File: src/rtl/seq_consts.svh
// constants for the sequence store controller
`ifndef SEQ_CONSTS_SVH
`define SEQ_CONSTS_SVH
`define SEQ_NUM_W    6
`define SEQ_COUNT    40
`define SEQ_IDX_W    6
`define SEQ_MIN      6'h01
`define SEQ_MAX_DEF  6'h28
`define SEQ_MAX_RUN  6'h27
`define FSEL_MIN     6'h00
`define FSEL_RESET   6'h00
`define IDX_LAST     6'h27
`define IDX_ZERO     6'h00
`define IDX_ONE      6'h01
`define BYTES_W      16
`define BYTES_ZERO   16'h0000
`define LEN_W        8
`define PTR_W        16
`define CALL_DEPTH   16
`define DEPTH_W      5
`define DEPTH_ZERO   5'h00
`define DEPTH_ONE    5'h01
`define DEPTH_FULL   5'h10
`define FC_CODE_NONE 8'h00
`define FC_CODE_DOFF 8'h16
`define FC_CODE_PERR 8'h20
`define FC_CODE_CURR 8'h22
`define FC_CODE_PLUG 8'h23
`define FC_CODE_CSUM 8'h30
`define FC_CODE_SER  8'h60
`define FC_CODE_PULS 8'h61
`define FC_CODE_USER 8'h66
`define FC_CODE_CPU  8'h88
`endif

File: src/rtl/seq_pkg.sv
// types shared by the sequence store controller files
package seq_pkg;
  `include "seq_consts.svh"

  typedef enum logic [3:0] {
    OP_NOP     = 4'h0,
    OP_DEFINE  = 4'h1,
    OP_END_DEF = 4'h2,
    OP_ERASE   = 4'h3,
    OP_DIR     = 4'h4,
    OP_FSEL    = 4'h5,
    OP_JUMP    = 4'h6,
    OP_CALL    = 4'h7,
    OP_OTHER   = 4'h8
  } cmd_op_e;

  typedef enum logic [1:0] {
    EX_JUMP   = 2'h0,
    EX_CALL   = 2'h1,
    EX_RESUME = 2'h2,
    EX_FAULT  = 2'h3
  } exec_kind_e;

  typedef enum logic [3:0] {
    CAUSE_NONE = 4'h0,
    CAUSE_DOFF = 4'h1,
    CAUSE_PERR = 4'h2,
    CAUSE_CURR = 4'h3,
    CAUSE_PLUG = 4'h4,
    CAUSE_CSUM = 4'h5,
    CAUSE_SER  = 4'h6,
    CAUSE_PULS = 4'h7,
    CAUSE_USER = 4'h8,
    CAUSE_CPU  = 4'h9
  } fault_cause_e;

  typedef struct packed {
    logic [`SEQ_NUM_W-1:0] seq;
    logic [`PTR_W-1:0]     ptr;
  } ret_s;

  typedef struct packed {
    cmd_op_e               op;
    logic [`SEQ_NUM_W-1:0] num;
    logic                  immediate;
    logic [`LEN_W-1:0]     len;
    ret_s                  ret;
  } cmd_s;

  typedef struct packed {
    exec_kind_e            kind;
    logic [`SEQ_NUM_W-1:0] seq;
    logic [`PTR_W-1:0]     ptr;
  } exec_s;

  typedef struct packed {
    logic                  none_defined;
    logic                  last;
    logic [`SEQ_NUM_W-1:0] seq;
    logic [`BYTES_W-1:0]   bytes;
  } dir_rec_s;

  typedef struct packed {
    logic [7:0] code;
    logic       panel;
  } fault_rpt_s;
endpackage

File: src/rtl/call_return_stack.sv
// return-point stack for nested sequence calls
`timescale 1ns/10ps
`include "seq_consts.svh"
module call_return_stack
  import seq_pkg::*;
(
  input  wire logic i_clk,
  input  wire logic i_sys_rst,
  input  wire logic i_ce,
  input  wire logic i_clear,
  input  wire logic i_push,
  input  wire logic i_pop,
  input  wire ret_s i_data,
  output ret_s      o_top,
  output logic      o_empty,
  output logic      o_full
);
  ret_s                mem_r [0:`CALL_DEPTH-1];
  logic [`DEPTH_W-1:0] depth_r;
  logic [`DEPTH_W-1:0] depth_nxt;

  always_comb begin
    depth_nxt = depth_r;
    if (i_clear) begin
      depth_nxt = `DEPTH_ZERO;
    end else if (i_push && !o_full) begin
      depth_nxt = depth_r + `DEPTH_ONE;
    end else if (i_pop && !o_empty) begin
      depth_nxt = depth_r - `DEPTH_ONE;
    end
  end

  // data words need no reset; depth alone says what is valid
  always_ff @(posedge i_clk) begin
    if (i_ce && !i_clear && i_push && !o_full) begin
      mem_r[depth_r[`DEPTH_W-2:0]] <= i_data;
    end
  end

  always_ff @(posedge i_clk) begin
    if (i_sys_rst) begin
      depth_r <= `DEPTH_ZERO;
    end else if (i_ce) begin
      depth_r <= depth_nxt;
    end
  end

  assign o_empty = (depth_r == `DEPTH_ZERO);
  assign o_full  = (depth_r == `DEPTH_FULL);
  assign o_top   = o_empty ? '0 : mem_r[4'(depth_r - `DEPTH_ONE)];
endmodule

File: src/rtl/fault_code_encoder.sv
// maps a fault cause to its two-digit code and panel flag
`timescale 1ns/10ps
`include "seq_consts.svh"
module fault_code_encoder
  import seq_pkg::*;
(
  input  wire logic         i_clk,
  input  wire logic         i_sys_rst,
  input  wire logic         i_ce,
  input  wire fault_cause_e i_cause,
  output fault_rpt_s        o_rpt
);
  fault_rpt_s rpt_r;
  fault_rpt_s rpt_nxt;

  always_comb begin
    rpt_nxt.panel = 1'b1;
    case (i_cause)
      CAUSE_NONE: rpt_nxt.code = `FC_CODE_NONE;
      CAUSE_DOFF: rpt_nxt.code = `FC_CODE_DOFF;
      CAUSE_PERR: rpt_nxt.code = `FC_CODE_PERR;
      CAUSE_CURR: rpt_nxt.code = `FC_CODE_CURR;
      CAUSE_PLUG: rpt_nxt.code = `FC_CODE_PLUG;
      CAUSE_CSUM: rpt_nxt.code = `FC_CODE_CSUM;
      CAUSE_SER: begin
        rpt_nxt.code  = `FC_CODE_SER;
        rpt_nxt.panel = 1'b0;
      end
      CAUSE_PULS: rpt_nxt.code = `FC_CODE_PULS;
      CAUSE_USER: rpt_nxt.code = `FC_CODE_USER;
      CAUSE_CPU:  rpt_nxt.code = `FC_CODE_CPU;
      default:    rpt_nxt.code = `FC_CODE_CPU;
    endcase
  end

  always_ff @(posedge i_clk) begin
    if (i_sys_rst) begin
      rpt_r <= '{code: `FC_CODE_NONE, panel: 1'b1};
    end else if (i_ce) begin
      rpt_r <= rpt_nxt;
    end
  end

  assign o_rpt = rpt_r;
endmodule

File: src/rtl/sequence_store_ctrl.sv
// command-level control of stored motion sequences
`timescale 1ns/10ps
`include "seq_consts.svh"
module sequence_store_ctrl
  import seq_pkg::*;
(
  input  wire logic         i_clk,
  input  wire logic         i_sys_rst,
  input  wire logic         i_ce,
  input  wire logic         i_cmd_valid,
  input  wire cmd_s         i_cmd,
  input  wire logic         i_seq_done,
  input  wire logic         i_kill,
  input  wire fault_cause_e i_fault_cause,
  output logic              o_recording,
  output logic [`SEQ_NUM_W-1:0] o_rec_seq,
  output logic              o_dir_valid,
  output dir_rec_s          o_dir_rec,
  output logic              o_fsel_valid,
  output logic [`SEQ_NUM_W-1:0] o_fsel,
  output logic              o_exec_valid,
  output exec_s             o_exec,
  output logic              o_call_overflow,
  output logic              o_cmd_refused,
  output fault_rpt_s        o_fault_rpt
);

  ////////////////////////////////////////////////////////////////////////
  // helpers

  function automatic logic in_range(input logic [`SEQ_NUM_W-1:0] n,
                                    input logic [`SEQ_NUM_W-1:0] lo,
                                    input logic [`SEQ_NUM_W-1:0] hi);
    in_range = (n >= lo) && (n <= hi);
  endfunction

  // sequence n lives at table slot n-1
  function automatic logic [`SEQ_IDX_W-1:0] slot(
      input logic [`SEQ_NUM_W-1:0] n);
    slot = n - `SEQ_MIN;
  endfunction

  function automatic logic any_above(input logic [`SEQ_COUNT-1:0] m,
                                     input logic [`SEQ_IDX_W-1:0] i);
    any_above = ((m >> (i + `IDX_ONE)) != '0);
  endfunction

  typedef enum logic [1:0] {
    ST_IDLE = 2'b00,
    ST_REC  = 2'b01,
    ST_DIR  = 2'b10
  } st_e;

  ////////////////////////////////////////////////////////////////////////
  // state

  st_e                     state_r, state_nxt;
  logic [`SEQ_NUM_W-1:0]   rec_num_r, rec_num_nxt;
  logic [`SEQ_COUNT-1:0]   defined_r, defined_nxt;
  logic [`BYTES_W-1:0]     bytes_r [0:`SEQ_COUNT-1];
  logic [`BYTES_W-1:0]     bytes_nxt [0:`SEQ_COUNT-1];
  logic [`SEQ_IDX_W-1:0]   dir_idx_r, dir_idx_nxt;
  logic [`SEQ_NUM_W-1:0]   fsel_r, fsel_nxt;
  logic                    fsel_v_r, fsel_v_nxt;
  logic                    fault_prev_r, fault_prev_nxt;
  logic                    dir_v_r, dir_v_nxt;
  dir_rec_s                dir_rec_r, dir_rec_nxt;
  logic                    exec_v_r, exec_v_nxt;
  exec_s                   exec_r, exec_nxt;
  logic                    ovf_r, ovf_nxt;
  logic                    refused_r, refused_nxt;
  logic                    rec_r, rec_nxt;

  logic                    stk_push, stk_pop, stk_clear;
  logic                    stk_empty, stk_full;
  ret_s                    stk_top;
  logic                    fault_now, fault_event;

  call_return_stack u_stack (
    .i_clk     (i_clk),
    .i_sys_rst (i_sys_rst),
    .i_ce      (i_ce),
    .i_clear   (stk_clear),
    .i_push    (stk_push),
    .i_pop     (stk_pop),
    .i_data    (i_cmd.ret),
    .o_top     (stk_top),
    .o_empty   (stk_empty),
    .o_full    (stk_full)
  );

  fault_code_encoder u_fault (
    .i_clk     (i_clk),
    .i_sys_rst (i_sys_rst),
    .i_ce      (i_ce),
    .i_cause   (i_fault_cause),
    .o_rpt     (o_fault_rpt)
  );

  // launch on the rising edge of any fault or kill, not every cycle
  assign fault_now   = i_kill || (i_fault_cause != CAUSE_NONE);
  assign fault_event = fault_now && !fault_prev_r;

  ////////////////////////////////////////////////////////////////////////
  // next-state logic

  always_comb begin
    state_nxt      = state_r;
    rec_num_nxt    = rec_num_r;
    defined_nxt    = defined_r;
    bytes_nxt      = bytes_r;
    dir_idx_nxt    = dir_idx_r;
    fsel_nxt       = fsel_r;
    fsel_v_nxt     = 1'b0;
    fault_prev_nxt = fault_now;
    dir_v_nxt      = 1'b0;
    dir_rec_nxt    = dir_rec_r;
    exec_v_nxt     = 1'b0;
    exec_nxt       = exec_r;
    ovf_nxt        = 1'b0;
    refused_nxt    = 1'b0;
    stk_push       = 1'b0;
    stk_pop        = 1'b0;
    stk_clear      = 1'b0;

    // directory walk: one slot per cycle, new commands are dropped
    if (state_r == ST_DIR) begin
      if (defined_r[dir_idx_r]) begin
        dir_v_nxt                = 1'b1;
        dir_rec_nxt.none_defined = 1'b0;
        dir_rec_nxt.seq          = dir_idx_r + `SEQ_MIN;
        dir_rec_nxt.bytes        = bytes_r[dir_idx_r];
        dir_rec_nxt.last         = !any_above(defined_r, dir_idx_r);
        if (dir_rec_nxt.last) begin
          state_nxt = ST_IDLE;
        end
      end
      if (dir_idx_r == `IDX_LAST) begin
        state_nxt = ST_IDLE;
      end
      dir_idx_nxt = dir_idx_r + `IDX_ONE;
    end

    if (i_cmd_valid && state_r == ST_REC && !i_cmd.immediate) begin
      if (i_cmd.op == OP_END_DEF) begin
        state_nxt              = ST_IDLE;
        defined_nxt[slot(rec_num_r)] = 1'b1;
      end else begin
        // buffered commands go into the sequence, not executed
        bytes_nxt[slot(rec_num_r)] = bytes_r[slot(rec_num_r)]
                                   + `BYTES_W'(i_cmd.len);
      end
    end else if (i_cmd_valid && state_r != ST_DIR) begin
      // while recording only immediate commands arrive here
      case (i_cmd.op)
        OP_DEFINE: begin
          if (state_r == ST_REC ||
              !in_range(i_cmd.num, `SEQ_MIN, `SEQ_MAX_DEF)) begin
            refused_nxt = 1'b1;
          end else if (defined_r[slot(i_cmd.num)]) begin
            refused_nxt = 1'b1;
          end else begin
            state_nxt                  = ST_REC;
            rec_num_nxt                = i_cmd.num;
            bytes_nxt[slot(i_cmd.num)] = `BYTES_ZERO;
          end
        end
        OP_ERASE: begin
          // the open recording cannot be erased under itself
          if (!in_range(i_cmd.num, `SEQ_MIN, `SEQ_MAX_DEF) ||
              (state_r == ST_REC && i_cmd.num == rec_num_r)) begin
            refused_nxt = 1'b1;
          end else begin
            defined_nxt[slot(i_cmd.num)] = 1'b0;
            bytes_nxt[slot(i_cmd.num)]   = `BYTES_ZERO;
          end
        end
        OP_DIR: begin
          if (defined_r == '0) begin
            dir_v_nxt   = 1'b1;
            dir_rec_nxt = '{none_defined: 1'b1, last: 1'b1,
                            seq: `SEQ_MIN - `SEQ_MIN,
                            bytes: `BYTES_ZERO};
          end else if (state_r == ST_IDLE) begin
            state_nxt   = ST_DIR;
            dir_idx_nxt = `IDX_ZERO;
          end else begin
            refused_nxt = 1'b1;
          end
        end
        OP_FSEL: begin
          if (in_range(i_cmd.num, `FSEL_MIN, `SEQ_MAX_RUN)) begin
            fsel_nxt   = i_cmd.num;
            fsel_v_nxt = 1'b1;
          end else begin
            refused_nxt = 1'b1;
          end
        end
        OP_JUMP: begin
          if (in_range(i_cmd.num, `SEQ_MIN, `SEQ_MAX_RUN)) begin
            exec_v_nxt = 1'b1;
            exec_nxt   = '{kind: EX_JUMP, seq: i_cmd.num,
                           ptr: '0};
          end else begin
            refused_nxt = 1'b1;
          end
        end
        OP_CALL: begin
          if (!in_range(i_cmd.num, `SEQ_MIN, `SEQ_MAX_RUN)) begin
            refused_nxt = 1'b1;
          end else if (stk_full) begin
            ovf_nxt = 1'b1;
          end else begin
            stk_push   = 1'b1;
            exec_v_nxt = 1'b1;
            exec_nxt   = '{kind: EX_CALL, seq: i_cmd.num, ptr: '0};
          end
        end
        default: begin
        end
      endcase
    end

    // a finished sequence returns to its caller if one is waiting and no other launch is made in that cycle
    if (i_seq_done && !stk_empty && !exec_v_nxt) begin
      stk_pop    = 1'b1;
      exec_v_nxt = 1'b1;
      exec_nxt   = '{kind: EX_RESUME, seq: stk_top.seq,
                     ptr: stk_top.ptr};
    end

    // fault wins over any other launch; pending returns are dropped
    if (fault_event && fsel_r != `FSEL_RESET) begin
      stk_clear  = 1'b1;
      stk_push   = 1'b0;
      stk_pop    = 1'b0;
      ovf_nxt    = 1'b0;
      exec_v_nxt = 1'b1;
      exec_nxt   = '{kind: EX_FAULT, seq: fsel_r, ptr: '0};
    end

    // recording flag kept in its own flop so the port is registered
    rec_nxt = (state_nxt == ST_REC);
  end

  ////////////////////////////////////////////////////////////////////////
  // registers

  always_ff @(posedge i_clk) begin
    if (i_sys_rst) begin
      state_r      <= ST_IDLE;
      rec_num_r    <= `SEQ_MIN;
      defined_r    <= '0;
      dir_idx_r    <= `IDX_ZERO;
      fsel_r       <= `FSEL_RESET;
      fsel_v_r     <= 1'b0;
      fault_prev_r <= 1'b0;
      dir_v_r      <= 1'b0;
      dir_rec_r    <= '0;
      exec_v_r     <= 1'b0;
      exec_r       <= '0;
      ovf_r        <= 1'b0;
      refused_r    <= 1'b0;
      rec_r        <= 1'b0;
      for (int i = 0; i < `SEQ_COUNT; i++) begin
        bytes_r[i] <= `BYTES_ZERO;
      end
    end else if (i_ce) begin
      state_r      <= state_nxt;
      rec_num_r    <= rec_num_nxt;
      defined_r    <= defined_nxt;
      dir_idx_r    <= dir_idx_nxt;
      fsel_r       <= fsel_nxt;
      fsel_v_r     <= fsel_v_nxt;
      fault_prev_r <= fault_prev_nxt;
      dir_v_r      <= dir_v_nxt;
      dir_rec_r    <= dir_rec_nxt;
      exec_v_r     <= exec_v_nxt;
      exec_r       <= exec_nxt;
      ovf_r        <= ovf_nxt;
      refused_r    <= refused_nxt;
      rec_r        <= rec_nxt;
      bytes_r      <= bytes_nxt;
    end
  end

  ////////////////////////////////////////////////////////////////////////
  // outputs, all registered

  assign o_recording     = rec_r;
  assign o_rec_seq       = rec_num_r;
  assign o_dir_valid     = dir_v_r;
  assign o_dir_rec       = dir_rec_r;
  assign o_fsel_valid    = fsel_v_r;
  assign o_fsel          = fsel_r;
  assign o_exec_valid    = exec_v_r;
  assign o_exec          = exec_r;
  assign o_call_overflow = ovf_r;
  assign o_cmd_refused   = refused_r;
endmodule

File: config.mk
export PLATFORM = sky130hd
export DESIGN_NAME = sequence_store_ctrl
export DESIGN_NICKNAME = d
export VERILOG_FILES = /design/src/rtl/seq_pkg.sv /design/src/rtl/call_return_stack.sv /design/src/rtl/fault_code_encoder.sv /design/src/rtl/sequence_store_ctrl.sv
export VERILOG_INCLUDE_DIRS = /design/src /design/src/rtl
export SDC_FILE = /design/constraint.sdc
export NUM_CORES = 2
export LEC_CHECK = 0
export BUFFER_PORTS_ARGS = -buffer_cell sky130_fd_sc_hd__buf_4
export CAP_MARGIN = 25
export CORE_MARGIN = 1.5
export CORE_UTILIZATION = 50
export CTS_BUF_LIST = sky130_fd_sc_hd__clkbuf_4 sky130_fd_sc_hd__clkbuf_8
export DETAILED_ROUTE_END_ITERATION = 16
export PLACE_DENSITY = 0.65
export SYNTH_ARGS = -nofsm -noshare
export SYNTH_HDL_FRONTEND = slang
export SYNTH_SLANG_ARGS = --single-unit
File: constraint.sdc
create_clock -name i_clk -period 8.85 [get_ports i_clk]
set_input_delay 0.885 -clock i_clk [delete_from_list [all_inputs] [get_ports i_clk]]
set_output_delay 0.885 -clock i_clk [all_outputs]
set_load 0.02 [all_outputs]
==> reports/qor.txt <==
Status - finished, final reports clean
Peak supply drop - 0.0001367 V
Vias per inst - 6.850
Post-cts sizing count - 0
Die W - 328.4 um
Core area - 105100 um^2
Grt ovf - 0
Post-synth EDFFs - 352
Max-cap violations - 0
Relative slew margins - 0.1951
I/O pin cnt - 126
Initial antenna violation count - 2
Final std cells w/o fill - 6613
Mapped Area - 52930 um^2
Sw frac - 0.2665
Period utilisation layout - 0.8023
HP Start - i_cmd[16]
Htree depth - 4
Final Skew - 0.08983 ns
Ys Warns - 0
Via count - 45.30k
Critical Path AT - 7.84 ns
Crit-path max cell delay - 0.56 ns
Buffer and inverter count on the worst path - 5
Delay-heaviest family, CP - compound AO/OA/AOI/OAI gates
Final ANT Viol Nets - 0
Die area - 107800 um^2
Critical Path Slowest Stage Cell - nor4_1
Synth Flop Type - dfxtp_1
Max Clk Rate - 0.1408 GHz
Critical Path Source - o_rec_seq[1]$_SDFFE_PP0P_
First-pass DRT Iterations - 8
Routed WL per cell - 28.95 um
Syn_area_per_cell - 10.53 um^2
Initial Util - 0.5035
CTS tree - built
Max Slew Vio Count - 0
Register area share after synthesis - 0.4902
Critical Path RT - 9.59 ns
Fillers - 9063
Worst slack, placed - 1.941 ns
Clock Power Share - 0.430
Reg-to-reg startpoint - o_rec_seq[1]$_SDFFE_PP0P_
Gp weighted congestion - 0.9954
Most frequent cells in the layout - 762 x dfxtp_1, 568 x nand2_1, 525 x nor2_1
Final setup TNS - 0 ns
Cell Pwr Density - 197.5 nW/um^2
Hold buffer count at CTS - 0
Fraction of final layout cells sized beyond drive strength 1 - 0.1989
Vias in the first global route - 42.87k
Post-synth ARST share - 0
CP Cell Sequence - inv_1 -> ha_4 -> xor2_4 -> buf_4 -> nand2_1 -> buf_4 -> o22ai_1 -> nor4_1 -> a21oi_1 -> a2111oi_0 -> ha_1 -> inv_1 -> fa_1 -> nor2b_1 -> o21ai_0 -> a21oi_1 -> o21ai_0 -> a21oi_1 -> o21ai_1 -> nor4_1 -> xor2_2 -> buf_4 -> o21ai_0
Period minus WS final - 7.101 ns
Fin. Hold Viols - 0
Total routing usage reported by global routing - 0.3497
FP Rows - 119
Seq pwr share - 0.456
CTS Buffer Depth - 3
HPWL Detailed - 125.8 mm
Die Ht - 328.4 um
Root Buffer - clkbuf_8
CP endpoint kind - flop
Pin count of the biggest net entering global routing - 167
Kind of start point of the critical path - flop
Post-route DRC - 0
TritonCTS buffer count - 186
DR iter-0 viols - 7035
Post-synth cell types - 86
Logic gate share of total power - 0.115
Multi-input logic area - 25400 um^2
Util after Layout - 0.5663
Post-Syn Nets - 5096
Clk pin slew, worst setup/hold paths - 0.06 ns
Hold Path Class - in2reg
Area Overhead vs Synth - 12.47%
Critical path class - reg2reg
Sw Pwr - 3.133 mW
Routed WL - 191.5 mm
RSZ-0062 raised after global routing - false
# clock sinks - 1120
Post-CTS setup buffer count - 0
Commonest non-fill, non-tap cell in the layout - dfxtp_1
#FFs+latches synth - 1120
Buffers on Ports - 125
Leak Pwr - 19.67 nW
Pwr Total - 11.76 mW
Crit-path max FO - 40
Worst-margin pin slew - 1.203 ns
Setup violators final - 0
Clk_lat worst skew - 0.94 ns
PnR worst setup slack - 1.749 ns
Sequential Area - 25960 um^2
First-pass GRT wire length - 282.1 mm
Placed Cells - 6254
Power Internal - 8.626 mW
Cells after Synth - 5027
# nets final - 5132
[layout make-up]
| cell class | instances | share of cell area |
|---|---|---|
| timing repair buffer | 275 | 0.03668 |
| tap | 1391 | 0.02924 |
| sequential | 1120 | 0.4362 |
| clock buffer | 288 | 0.06007 |
| inverter | 26 | 0.001639 |
| clock inverter | 56 | 0.009437 |
| multi-input combinational | 3454 | 0.4267 |
| antenna | 3 | 0.0001261 |
[registers in the layout (all words and copies together) (netlist names)]
signal and flops:
fault_prev_r 1, o_rec_seq 6, o_exec_valid 1, dir_idx_r 6, o_recording 1, o_fsel_valid 1
u_fault.o_rpt 8, o_exec 24, defined_r 40, u_stack.mem_r 352, o_cmd_refused 1, bytes_r 640
o_dir_valid 1, u_stack.depth_r 5, state_r 2, o_dir_rec 24, o_call_overflow 1, o_fsel 6
[power groups by stage]
stage	Sequential (mW)	Clock (mW)	Combinational [mW]
floorplan	5.45	0	0.909
global placement	5.47	0	1.31
detailed placement	5.47	0	1.32
CTS	5.36	5.09	1.33
global route	5.36	5.30	1.43
finish	5.36	5.05	1.35
[stage by stage]
step                hold WS, ns  area (um^2)
CTS                      0.2095        59360
global placement         0.4399        55180
detailed placement       0.4440        55220
finish                   0.2699        59530
floorplan                0.4340        52930
global route             0.2695        59530
[Yosys cell counts, types with 10 or more instances]
library cell,n,area (um^2)
a32oi_1,14,122.6
xnor2_1,16,140.1
o221ai_1,22,192.7
and3_1,12,75.07
nor3_1,72,360.4
a21oi_1,198,991.0
o31ai_1,35,262.8
a22oi_1,282,2117
nand4_1,11,68.82
o22ai_1,153,957.2
o22a_1,11,96.34
edfxtp_1,352,10570
o21ai_0,440,2202
a31oi_1,19,118.9
dfxtp_1,768,15370
nand2b_1,20,125.1
ha_1,17,212.7
nor2b_1,52,325.3
mux4_2,321,7229
or3_1,25,156.4
o211ai_1,19,142.6
nor2_1,541,2031
o2bb2ai_1,93,814.5
nand3_1,70,350.3
nor4_1,29,181.4
a221oi_1,12,105.1
a211oi_1,44,330.3
buf_4,12,90.09
nand2_1,573,2151
and2_1,10,62.56
inv_1,24,90.09
buf_1,67,251.5
xor2_1,20,175.2
mux2_2,15,168.9
or2_2,22,137.6
buf_2,43,215.2
a22o_1,20,175.2
a32o_1,25,250.2
mux2i_1,122,1221
clkbuf_1,297,1115
[cells by family after synthesis]
kind of cell,count (synthesis),share of synthesized area
compound gates,1463,0.1802
xor+xnor,38,0.006571
buf+inv,453,0.03513
fa+ha+maj,18,0.004397
mux,458,0.1628
simple gates,1477,0.1207
flops,1120,0.4902
[layer usage]
layer  global-route usage  vias up  wire length, um
met3              0.08822      619            24410
li1                     -    19200                -
met5                    0        -                0
met2               0.4965     3214            81220
met4               0.1853        0            10930
met1               0.4916    22260            74900
[final timing paths]
| path | cells after the start | slack [ns] | end |
|---|---|---|---|
| hold / removal | 1 | 0.27 | u_stack.mem_r[1][16]$_DFFE_PP_ |
| setup reg to reg | 23 | 1.75 | bytes_r[588]$_SDFFE_PP0P_ |
| hold reg to reg | 2 | 0.45 | o_exec[0]$_SDFFE_PP0P_ |
| setup / recovery | 23 | 1.75 | bytes_r[588]$_SDFFE_PP0P_ |
Power figures use the tool's default switching activity.
